==> config.mk <==
export PLATFORM = sky130hd
export DESIGN_NAME = swd_detector
export DESIGN_NICKNAME = d
export VERILOG_FILES = /design/src/swd_pkg.sv /design/src/swd_sync.sv /design/src/swd_detector.sv
export SDC_FILE = /design/constraint.sdc
export NUM_CORES = 1
export LEC_CHECK = 0
export BUFFER_PORTS_ARGS = -buffer_cell sky130_fd_sc_hd__buf_2
export CAP_MARGIN = 15
export CORE_AREA = 10 10 47 49
export CTS_BUF_LIST = sky130_fd_sc_hd__clkbuf_8
export DETAILED_ROUTE_END_ITERATION = 7
export DIE_AREA = 0 0 57 59
export PLACE_DENSITY_LB_ADDON = 0.1
export SLEW_MARGIN = 20
export SYNTH_ARGS = -nofsm -noshare
export SYNTH_HDL_FRONTEND = slang
export SYNTH_SLANG_ARGS = --single-unit
==> constraint.sdc <==
create_clock -name sys_clk_i -period 0.8 [get_ports sys_clk_i]
set_clock_uncertainty 0.15 [all_clocks]
set_input_delay 0.16 -clock sys_clk_i [delete_from_list [all_inputs] [get_ports sys_clk_i]]
set_output_delay 0.16 -clock sys_clk_i [all_outputs]
set_load 0.02 [all_outputs]
==> src/swd_pkg.sv <==
package swd_pkg;

    // -------------------------------------------------------------------
    // Sizes
    // -------------------------------------------------------------------
    localparam int unsigned SWD_NUM_SRC = 3;

    // -------------------------------------------------------------------
    // Reset values
    // -------------------------------------------------------------------
    localparam logic SWD_FLAG_RST = 1'b0;
    localparam logic SWD_EDGE_RST = 1'b0;
    localparam logic SWD_RELEASE_RST = 1'b0;

    // -------------------------------------------------------------------
    // Types
    // -------------------------------------------------------------------
    typedef enum logic [1:0] {
        SWD_RUN,
        SWD_STANDBY,
        SWD_WAKE
    } swd_state_t;

    typedef struct packed {
        logic [SWD_NUM_SRC-1:0] src_level;
        logic [SWD_NUM_SRC-1:0] src_enable;
    } swd_src_t;

    typedef struct packed {
        logic wakeup_flag_clear;
        logic standby_req;
    } swd_ctrl_t;

    typedef struct packed {
        logic wakeup_flag;
        logic in_standby;
        logic power_reset;
    } swd_stat_t;

    // -------------------------------------------------------------------
    // Status reset value
    // -------------------------------------------------------------------
    localparam swd_stat_t SWD_STAT_RST = '0;

endpackage : swd_pkg

==> src/swd_sync.sv <==
`timescale 1ns/1ps
`default_nettype none

module swd_sync
    import swd_pkg::*;
#(
    parameter int unsigned WIDTH = 1
) (
    // Clock and reset
    input  wire logic             clk_i,
    input  wire logic             rstn_i,
    // Data
    input  wire logic [WIDTH-1:0] d_i,
    output logic      [WIDTH-1:0] q_o
);

    logic [WIDTH-1:0] meta_reg;
    logic [WIDTH-1:0] meta_next;
    logic [WIDTH-1:0] q_reg;
    logic [WIDTH-1:0] q_next;

    always_comb begin
        meta_next = d_i;
        q_next    = meta_reg;
    end

    always_ff @(posedge clk_i or negedge rstn_i) begin
        if (!rstn_i) begin
            meta_reg <= '0;
            q_reg    <= '0;
        end else begin
            meta_reg <= meta_next;
            q_reg    <= q_next;
        end
    end

    assign q_o = q_reg;

endmodule // swd_sync

`default_nettype wire

==> src/swd_detector.sv <==
`timescale 1ns/1ps
`default_nettype none

// Operation
// OR enabled sources into one rising-edge detector
// Flag set at standby entry wakes at once
// Writing clear bit clears flag; clear first
// Source held high across clear masks edges
// Software disables, clears, re-enables, then sleeps
// Source high at re-enable: wake, power reset
// Flag sticky until cleared, reads one
module swd_detector
    import swd_pkg::*;
(
    // Clock and reset
    input  wire logic                   sys_clk_i,
    input  wire logic                   rstn_i,
    // Wakeup sources (pins, asynchronous)
    input  wire logic [SWD_NUM_SRC-1:0] src_level_i,
    // Software control, same clock
    input  wire logic [SWD_NUM_SRC-1:0] src_enable_i,
    input  wire logic                   wakeup_flag_clear_i,
    input  wire logic                   standby_req_i,
    // Status
    output logic                        wakeup_flag_o,
    output logic                        in_standby_o,
    output logic                        power_reset_o
);

    // -------------------------------------------------------------------
    // Reset release
    // -------------------------------------------------------------------
    logic rst_meta_reg;
    logic rst_meta_next;
    logic rst_sync_reg;
    logic rst_sync_next;
    logic rst_n;

    // Assertion is immediate, release waits two edges
    always_comb begin
        rst_meta_next = 1'b1;
        rst_sync_next = rst_meta_reg;
    end

    always_ff @(posedge sys_clk_i or negedge rstn_i) begin
        if (!rstn_i) begin
            rst_meta_reg <= SWD_RELEASE_RST;
            rst_sync_reg <= SWD_RELEASE_RST;
        end else begin
            rst_meta_reg <= rst_meta_next;
            rst_sync_reg <= rst_sync_next;
        end
    end

    assign rst_n = rst_sync_reg;

    // -------------------------------------------------------------------
    // Source synchronisation
    // -------------------------------------------------------------------
    swd_src_t                 src;
    swd_ctrl_t                ctrl;
    logic [SWD_NUM_SRC-1:0]   level_sync;

    swd_sync #(
        .WIDTH (SWD_NUM_SRC)
    ) u_sync (
        .clk_i  (sys_clk_i),
        .rstn_i (rst_n),
        .d_i    (src_level_i),
        .q_o    (level_sync)
    );

    assign src.src_level         = level_sync;
    assign src.src_enable        = src_enable_i;
    assign ctrl.wakeup_flag_clear = wakeup_flag_clear_i;
    assign ctrl.standby_req      = standby_req_i;

    function automatic logic combine(input swd_src_t s);
        combine = |(s.src_level & s.src_enable);
    endfunction

    // -------------------------------------------------------------------
    // Edge detector and sticky flag
    // -------------------------------------------------------------------
    logic combined;
    logic edge_prev_reg;
    logic edge_prev_next;
    logic flag_reg;
    logic flag_next;
    logic rise;

    // Single detector after the OR: an enabled source that stays high hides
    // edges of every other source until it falls again
    assign combined = combine(src);
    assign rise     = combined & ~edge_prev_reg;

    always_comb begin
        edge_prev_next = combined;
        flag_next      = flag_reg;
        if (ctrl.wakeup_flag_clear) begin
            flag_next = 1'b0;
        end
        // Set wins over a simultaneous clear
        if (rise) begin
            flag_next = 1'b1;
        end
    end

    always_ff @(posedge sys_clk_i or negedge rst_n) begin
        if (!rst_n) begin
            edge_prev_reg <= SWD_EDGE_RST;
            flag_reg      <= SWD_FLAG_RST;
        end else begin
            edge_prev_reg <= edge_prev_next;
            flag_reg      <= flag_next;
        end
    end

    // -------------------------------------------------------------------
    // Standby sequencer
    // -------------------------------------------------------------------
    swd_state_t state_reg;
    swd_state_t state_next;
    swd_stat_t  stat_reg;
    swd_stat_t  stat_next;

    // Decoded from the next state so every output leaves a flop
    function automatic swd_stat_t status_of(input swd_state_t s, input logic f);
        swd_stat_t st;
        st             = SWD_STAT_RST;
        st.wakeup_flag = f;
        case (s)
            SWD_STANDBY: begin
                st.in_standby = 1'b1;
            end
            SWD_WAKE: begin
                // Standby exit always restarts through a power reset
                st.power_reset = 1'b1;
            end
            default: begin
                st.in_standby = 1'b0;
            end
        endcase
        status_of = st;
    endfunction

    always_comb begin
        state_next = state_reg;
        case (state_reg)
            SWD_RUN: begin
                // Entry is taken even with the flag set; exit follows
                if (ctrl.standby_req) begin
                    state_next = SWD_STANDBY;
                end
            end
            SWD_STANDBY: begin
                // Stale flag or a fresh edge both end standby
                if (flag_reg) begin
                    state_next = SWD_WAKE;
                end
            end
            SWD_WAKE: begin
                state_next = SWD_RUN;
            end
            default: begin
                state_next = SWD_RUN;
            end
        endcase
        stat_next = status_of(state_next, flag_next);
    end

    always_ff @(posedge sys_clk_i or negedge rst_n) begin
        if (!rst_n) begin
            state_reg <= SWD_RUN;
            stat_reg  <= SWD_STAT_RST;
        end else begin
            state_reg <= state_next;
            stat_reg  <= stat_next;
        end
    end

    assign wakeup_flag_o = stat_reg.wakeup_flag;
    assign in_standby_o  = stat_reg.in_standby;
    assign power_reset_o = stat_reg.power_reset;

endmodule // swd_detector

`default_nettype wire

==> flow_summary.ini, run 1 <==
[outcome]
violations = hold timing, setup timing
outcome = finished, violations left

[floorplanning]
floorplan.rows = 14
core_um2 = 1401
die_height_um = 59
die_area_um2 = 3363
io_pins = 13
die_w_um = 57
initial_core_util_pct = 29.38

[detailed_routing]
drt_wl_total_um = 782
drc = 0
postRouteAntennaNets = 0
wl_per_cell_um = 13.48
firstDrtPassIters = 4
drt-vias-per-instance = 4.310
via_count = 250
drt_iter0_markers = 5

[synthesis]
syn_nets = 34
synth.distinct_cells = 8
synth_seq_cells = 14
ys_seq_area_share_pct = 85.11
avgSynthCellArea_um2 = 17.15
synth_area_um2 = 411.6
postSynthCellCount = 24
ys.warnings.count = 0

[hold_path]
hold_class = primary input to register
hold_depth = 1
hp-start = src_level_i[2]
worst_hold_path.endpoint = u_sync.meta_reg[2]

[setup_path]
crit_path_max_incr_delay_ns = 0.37
critical_path_class = register to register
r2r_end = wakeup_flag_o
worstSetupStartpointType = register
path_cells = a222oi_1 -> o22ai_1
r2r-start = u_sync.q_o[0]
cpMaxStageDelayCell = a222oi_1
worstSetupEndpointType = register
r2r_slack_ns = -0.32
critPathMaxFanout = 2
cp.required_ns = 0.76
reg2regPathDepth = 2
cp.arrival_ns = 1.08

[cts]
cts_tree = yes
cts_inserted_buffers = 3
clk_pin_slew_ns = 0.05
cts.path.max_buffers = 2
clkLatencyLatePin_ns = 0.24
cts-root-buf = clkbuf_8
cts-hold-fix-buffers = 1
numClockSinks = 14
htreeDepth = 1

[final_layout]
fin_area_um2 = 606.8
final.fill_count = 128
drive_gt1_share_pct = 57.14
fin_util_pct = 43.30
num-nets-final = 54
antenna_cells = 0
syn_to_final_growth_pct = 47.42

[sta]
setup_slack_ns = -0.3188
finalSetupViolCount = 9
rsz0062_at_grt = true
fmax_mhz = 893.8
hold_viol_final = 4
period_minus_slack_ns = 1.119
finalCritPeriodShare_pct = 139.9
timing.hold.ws_ns = -0.1296
finalMaxSlewViolations = 0

[power]
leakage_nw = 0.2849
vdd_drop_max_uv = 1189
power_density_nw_per_um2 = 3041

[grt]
grt_pass1_wl_um = 1235
grt_max_degree = 13
grt-ovfl-total = 0
grt_pass1_vias = 305
track_usage_pct = 4.996
antenna_found_initial = 0

[placement]
place_congestion = 0.6827
placed_cell_area_um2 = 499.2
port_buffers = 12
dpl.hpwl_um = 568.5

[run]
max_cap_violations = 0
[Yosys cell counts (all sizes together)]
| master | number | area share (%) |
|---|---|---|
| a222oi | 1 | 2.4 |
| dfrtp | 14 | 85 |
| nor2 | 1 | 0.91 |
| a211oi | 2 | 3.6 |
| nor3b | 2 | 3.6 |
| conb | 1 | 0.91 |
| inv | 2 | 1.8 |
| o22ai | 1 | 1.5 |
[what timing repair did]
action	4_1_cts	5_1_grt
pin swaps	2	0
setup endpoints to repair	9	9
hold endpoints to repair	7	4
gates resized for setup	13	2
setup buffers	1	0
[cells in the final DEF, fill, tap and decap left out]
cell type and n:
buf_4 1, dfrtp_2 1, nor2_2 1, a211oi_2 2, buf_2 9, dfrtp_1 13, inv_1 1, nor3b_2 2
o22ai_1 1, buf_6 4, a222oi_1 1, inv_4 1, clkbuf_8 3, dlygate4sd3_1 1, conb_1 1
[worst max path at each step]
stage / cells past startpoint / slack, ns / to / from
final: 2 / -0.32 / wakeup_flag_o / u_sync.q_o[0]
after global routing: 2 / -0.39 / wakeup_flag_o / u_sync.q_o[0]
after CTS: 2 / -0.31 / wakeup_flag_o / u_sync.q_o[0]
after detailed placement: 2 / -0.30 / wakeup_flag_o / u_sync.q_o[0]
after global placement: 2 / -0.28 / wakeup_flag_o / u_sync.q_o[0]
after floorplan: 2 / -0.26 / wakeup_flag_o / u_sync.q_o[0]
[cell families (layout without fill, tap and decap cells)]
kind of cell	Yosys count	after routing	synth area share, %
AOI/OAI and AO/OA	4	4	7.599
buffers and inverters	2	20	1.824
DFF	14	14	85.11
other	1	1	0.9110
and+or+nand+nor	3	3	4.557
[per-stage QoR]
stage / hold WS, ns / TNS (ns) / std cells / total power [mW] / setup WS [ns]
5_1_grt: -0.1376 / -2.226 / 58 / 1.945 / -0.3915
3_5_place_dp: -0.2001 / -1.050 / 53 / 1.145 / -0.3047
6_report: -0.1296 / -1.870 / 58 / 1.845 / -0.3188
3_3_place_gp: -0.2047 / -0.8767 / 53 / 1.133 / -0.2824
4_1_cts: -0.1337 / -1.867 / 58 / 1.859 / -0.3139
2_1_floorplan: -0.2856 / -1.036 / 24 / 1.035 / -0.2625
[power breakdown]
part | total, mW | internal, mW | leakage (nW) | switching [mW]
clock network | 0.560 | 0.333 | 0.0216 | 0.228
registers | 0.924 | 0.826 | 0.165 | 0.0979
logic | 0.361 | 0.207 | 0.0978 | 0.154
[layer usage]
layer  GRT usage [%]  vias to the layer above  share of wire [%]
met1           3.951                      121                 40
met3           3.004                        2                7.3
met4           4.027                        0                2.0
li1                -                      116                  -
met5               0                        -                  0
met2           8.682                       11                 51
[worst max-delay path: cells and delay by family (launching register included)]
kind            cells  cell delay (ns)
compound gates      2             0.48
flops               1             0.36
[cell type report]
class	instances	area [µm²]	share of cell area, %
flip-flops and latches	14	351.6	57.94
multi-input cells	8	76.32	12.58
clock buffers	3	41.29	6.804
inverters	2	10.01	1.649
well taps	16	20.02	3.299
repair buffers	15	107.6	17.73
No activity file was read; power rests on OpenSTA's default activity.
==> inputs of run 2 (changes only) <==
--- a/config.mk
+++ b/config.mk
@@ -7,10 +7,10 @@
 export LEC_CHECK = 0
 export BUFFER_PORTS_ARGS = -buffer_cell sky130_fd_sc_hd__buf_2
 export CAP_MARGIN = 15
-export CORE_AREA = 10 10 47 49
+export CORE_MARGIN = 10
+export CORE_UTILIZATION = 30
 export CTS_BUF_LIST = sky130_fd_sc_hd__clkbuf_8
 export DETAILED_ROUTE_END_ITERATION = 7
-export DIE_AREA = 0 0 57 59
 export PLACE_DENSITY_LB_ADDON = 0.1
 export SLEW_MARGIN = 20
 export SYNTH_ARGS = -nofsm -noshare
==> run 2 against run 1 <==
Compared with the run above:
- the flow still finishes with violations (hold timing, setup timing)
- cell area rose by 0.62%
- sequential power grew 0.5%
- hold slack improved by 0.0099 ns
- sequential share of layout area shrank 0.36 points
- global-route usage shrank 0.41 points
- first-iteration DRC count decreased by 80%
- final cell count decreased by 1.7%
- clock power decreased by 5.9%
- highest routed layer is now met3
==> flow_summary.ini, run 2 (synthesis gave the netlist of run 1 again) <==
[final_layout]
num-nets-final = 54
syn_to_final_growth_pct = 48.33
final_common_cell = dfrtp_1
final_cell_mix = 13 x dfrtp_1, 9 x buf_2, 4 x buf_6, 3 x clkbuf_8
final.fill_count = 131
drive_gt1_share_pct = 57.14
antenna_cells = 0
fin_area_um2 = 610.6

[sta]
finalMaxSlewViolations = 0
rsz0062_at_grt = true
hold_viol_final = 4
fmax_mhz = 899.9
timing.hold.ws_ns = -0.1197
finalSetupViolCount = 9
setup_slack_ns = -0.3113
period_minus_slack_ns = 1.111
finalCritPeriodShare_pct = 138.9
setup_tns_ns = -1.796

[power]
leakage_nw = 0.2856
power_density_nw_per_um2 = 2980
vdd_drop_max_uv = 1077

[setup_path]
crit_family = compound AO/OA/AOI/OAI gates
crit_path_max_incr_delay_ns = 0.37
path_cells = a222oi_1 -> o22ai_1
worstSetupEndpointType = register
critical_path_depth = 2
cpMaxStageDelayCell = a222oi_1
crit_buf_inv = 0
cp.arrival_ns = 1.06
critPathMaxFanout = 2
cp.required_ns = 0.75
critical_path_class = register to register
worstSetupStartpointType = register
reg2regPathDepth = 2

[detailed_routing]
wl_per_cell_um = 11.53
drt_iter0_markers = 1
firstDrtPassIters = 4
drt-vias-per-instance = 4.421
drt_wl_total_um = 657
via_count = 252
drc = 0
postRouteAntennaNets = 0

[cts]
cts-hold-fix-buffers = 1
htreeDepth = 1
clk_pin_slew_ns = 0.05
cts_tree = yes
clkLatencyLatePin_ns = 0.23
numClockSinks = 14
cts-root-buf = clkbuf_8
cts_inserted_buffers = 3
cts.path.max_buffers = 2

[grt]
grt-ovfl-total = 0
grt.met2_usage_pct = 6.667
track_usage_pct = 4.586
met3_usage_pct = 3.540
grt_pass1_wl_um = 1159
grt_max_degree = 13
grt_pass1_vias = 266
grt_busiest_layer = met2
grt_use_met1_pct = 4.822
antenna_found_initial = 0

[floorplanning]
io_pins = 13
floorplan.rows = 13
die_w_um = 57.04
initial_core_util_pct = 31.63
die_area_um2 = 3254
core_um2 = 1301
die_height_um = 57.04

[outcome]
violations = hold timing, setup timing
outcome = finished, violations left

[placement]
place_congestion = 0.6444
dpl.hpwl_um = 548.8
placed_cell_area_um2 = 498.0
port_buffers = 12
dpl_worst_slack_ns = -0.3133

[hold_path]
hold_class = primary input to register
hold_depth = 1

[run]
max_cap_violations = 0
run 2: cell counts in the layout (fill, tap and decap cells not counted):
No cell type changed its count.
run 2: final timing paths:
| path | start | end | slack [ns] |
|---|---|---|---|
| max | u_sync.q_o[0] | wakeup_flag_o | -0.31 |
| min | src_level_i[2] | u_sync.meta_reg[2] | -0.12 |
| max reg2reg | u_sync.q_o[0] | wakeup_flag_o | -0.31 |
| min reg2reg | rst_n | u_sync.q_o[2] | 0 |
| max in group asynchronous | rstn_i | rst_meta_reg | 0.32 |
| min in group asynchronous | rst_n | u_sync.q_o[2] | 0 |
run 2: layout make-up:
type / count / area [µm²] / share of cell area [%]
Clock buffer: 3 / 41.29 / 6.762
Inverter: 2 / 10.01 / 1.639
Multi-Input combinational cell: 8 / 81.33 / 13.32
Sequential cell: 14 / 351.6 / 57.58
Tap cell: 15 / 18.77 / 3.074
Timing Repair Buffer: 15 / 107.6 / 17.62
run 2: metrics by stage:
stage / std cells / util (%) / power (mW)
floorplan: 24 / - / 1.035
global placement: 52 / 38.27 / 1.133
detailed placement: 52 / 38.27 / 1.142
CTS: 57 / 45.96 / 1.829
global route: 57 / 46.92 / 1.934
finish: 57 / 46.92 / 1.820
run 2: power by group:
part           leakage (nW)  internal (mW)  switching, mW  total, mW
logic                0.0986          0.211          0.153      0.364
registers             0.165          0.827          0.102      0.929
clock network        0.0216          0.330          0.197      0.527
total                 0.286           1.37          0.452       1.82
run 2: per-layer routing:
layer  vias to the layer above  share of wire (%)
li1                        117                  -
met1                       127                 37
met2                         8                 54
met3                         0                9.0
met4                         0                  0
met5                         -                  0
run 2: timing repair:
item	4_1_cts	5_1_grt
endpoints found under the hold margin	6	4
resized for setup	12	5
buffers inserted	1	1
endpoints found under the setup margin	9	9
pin swaps	1	1
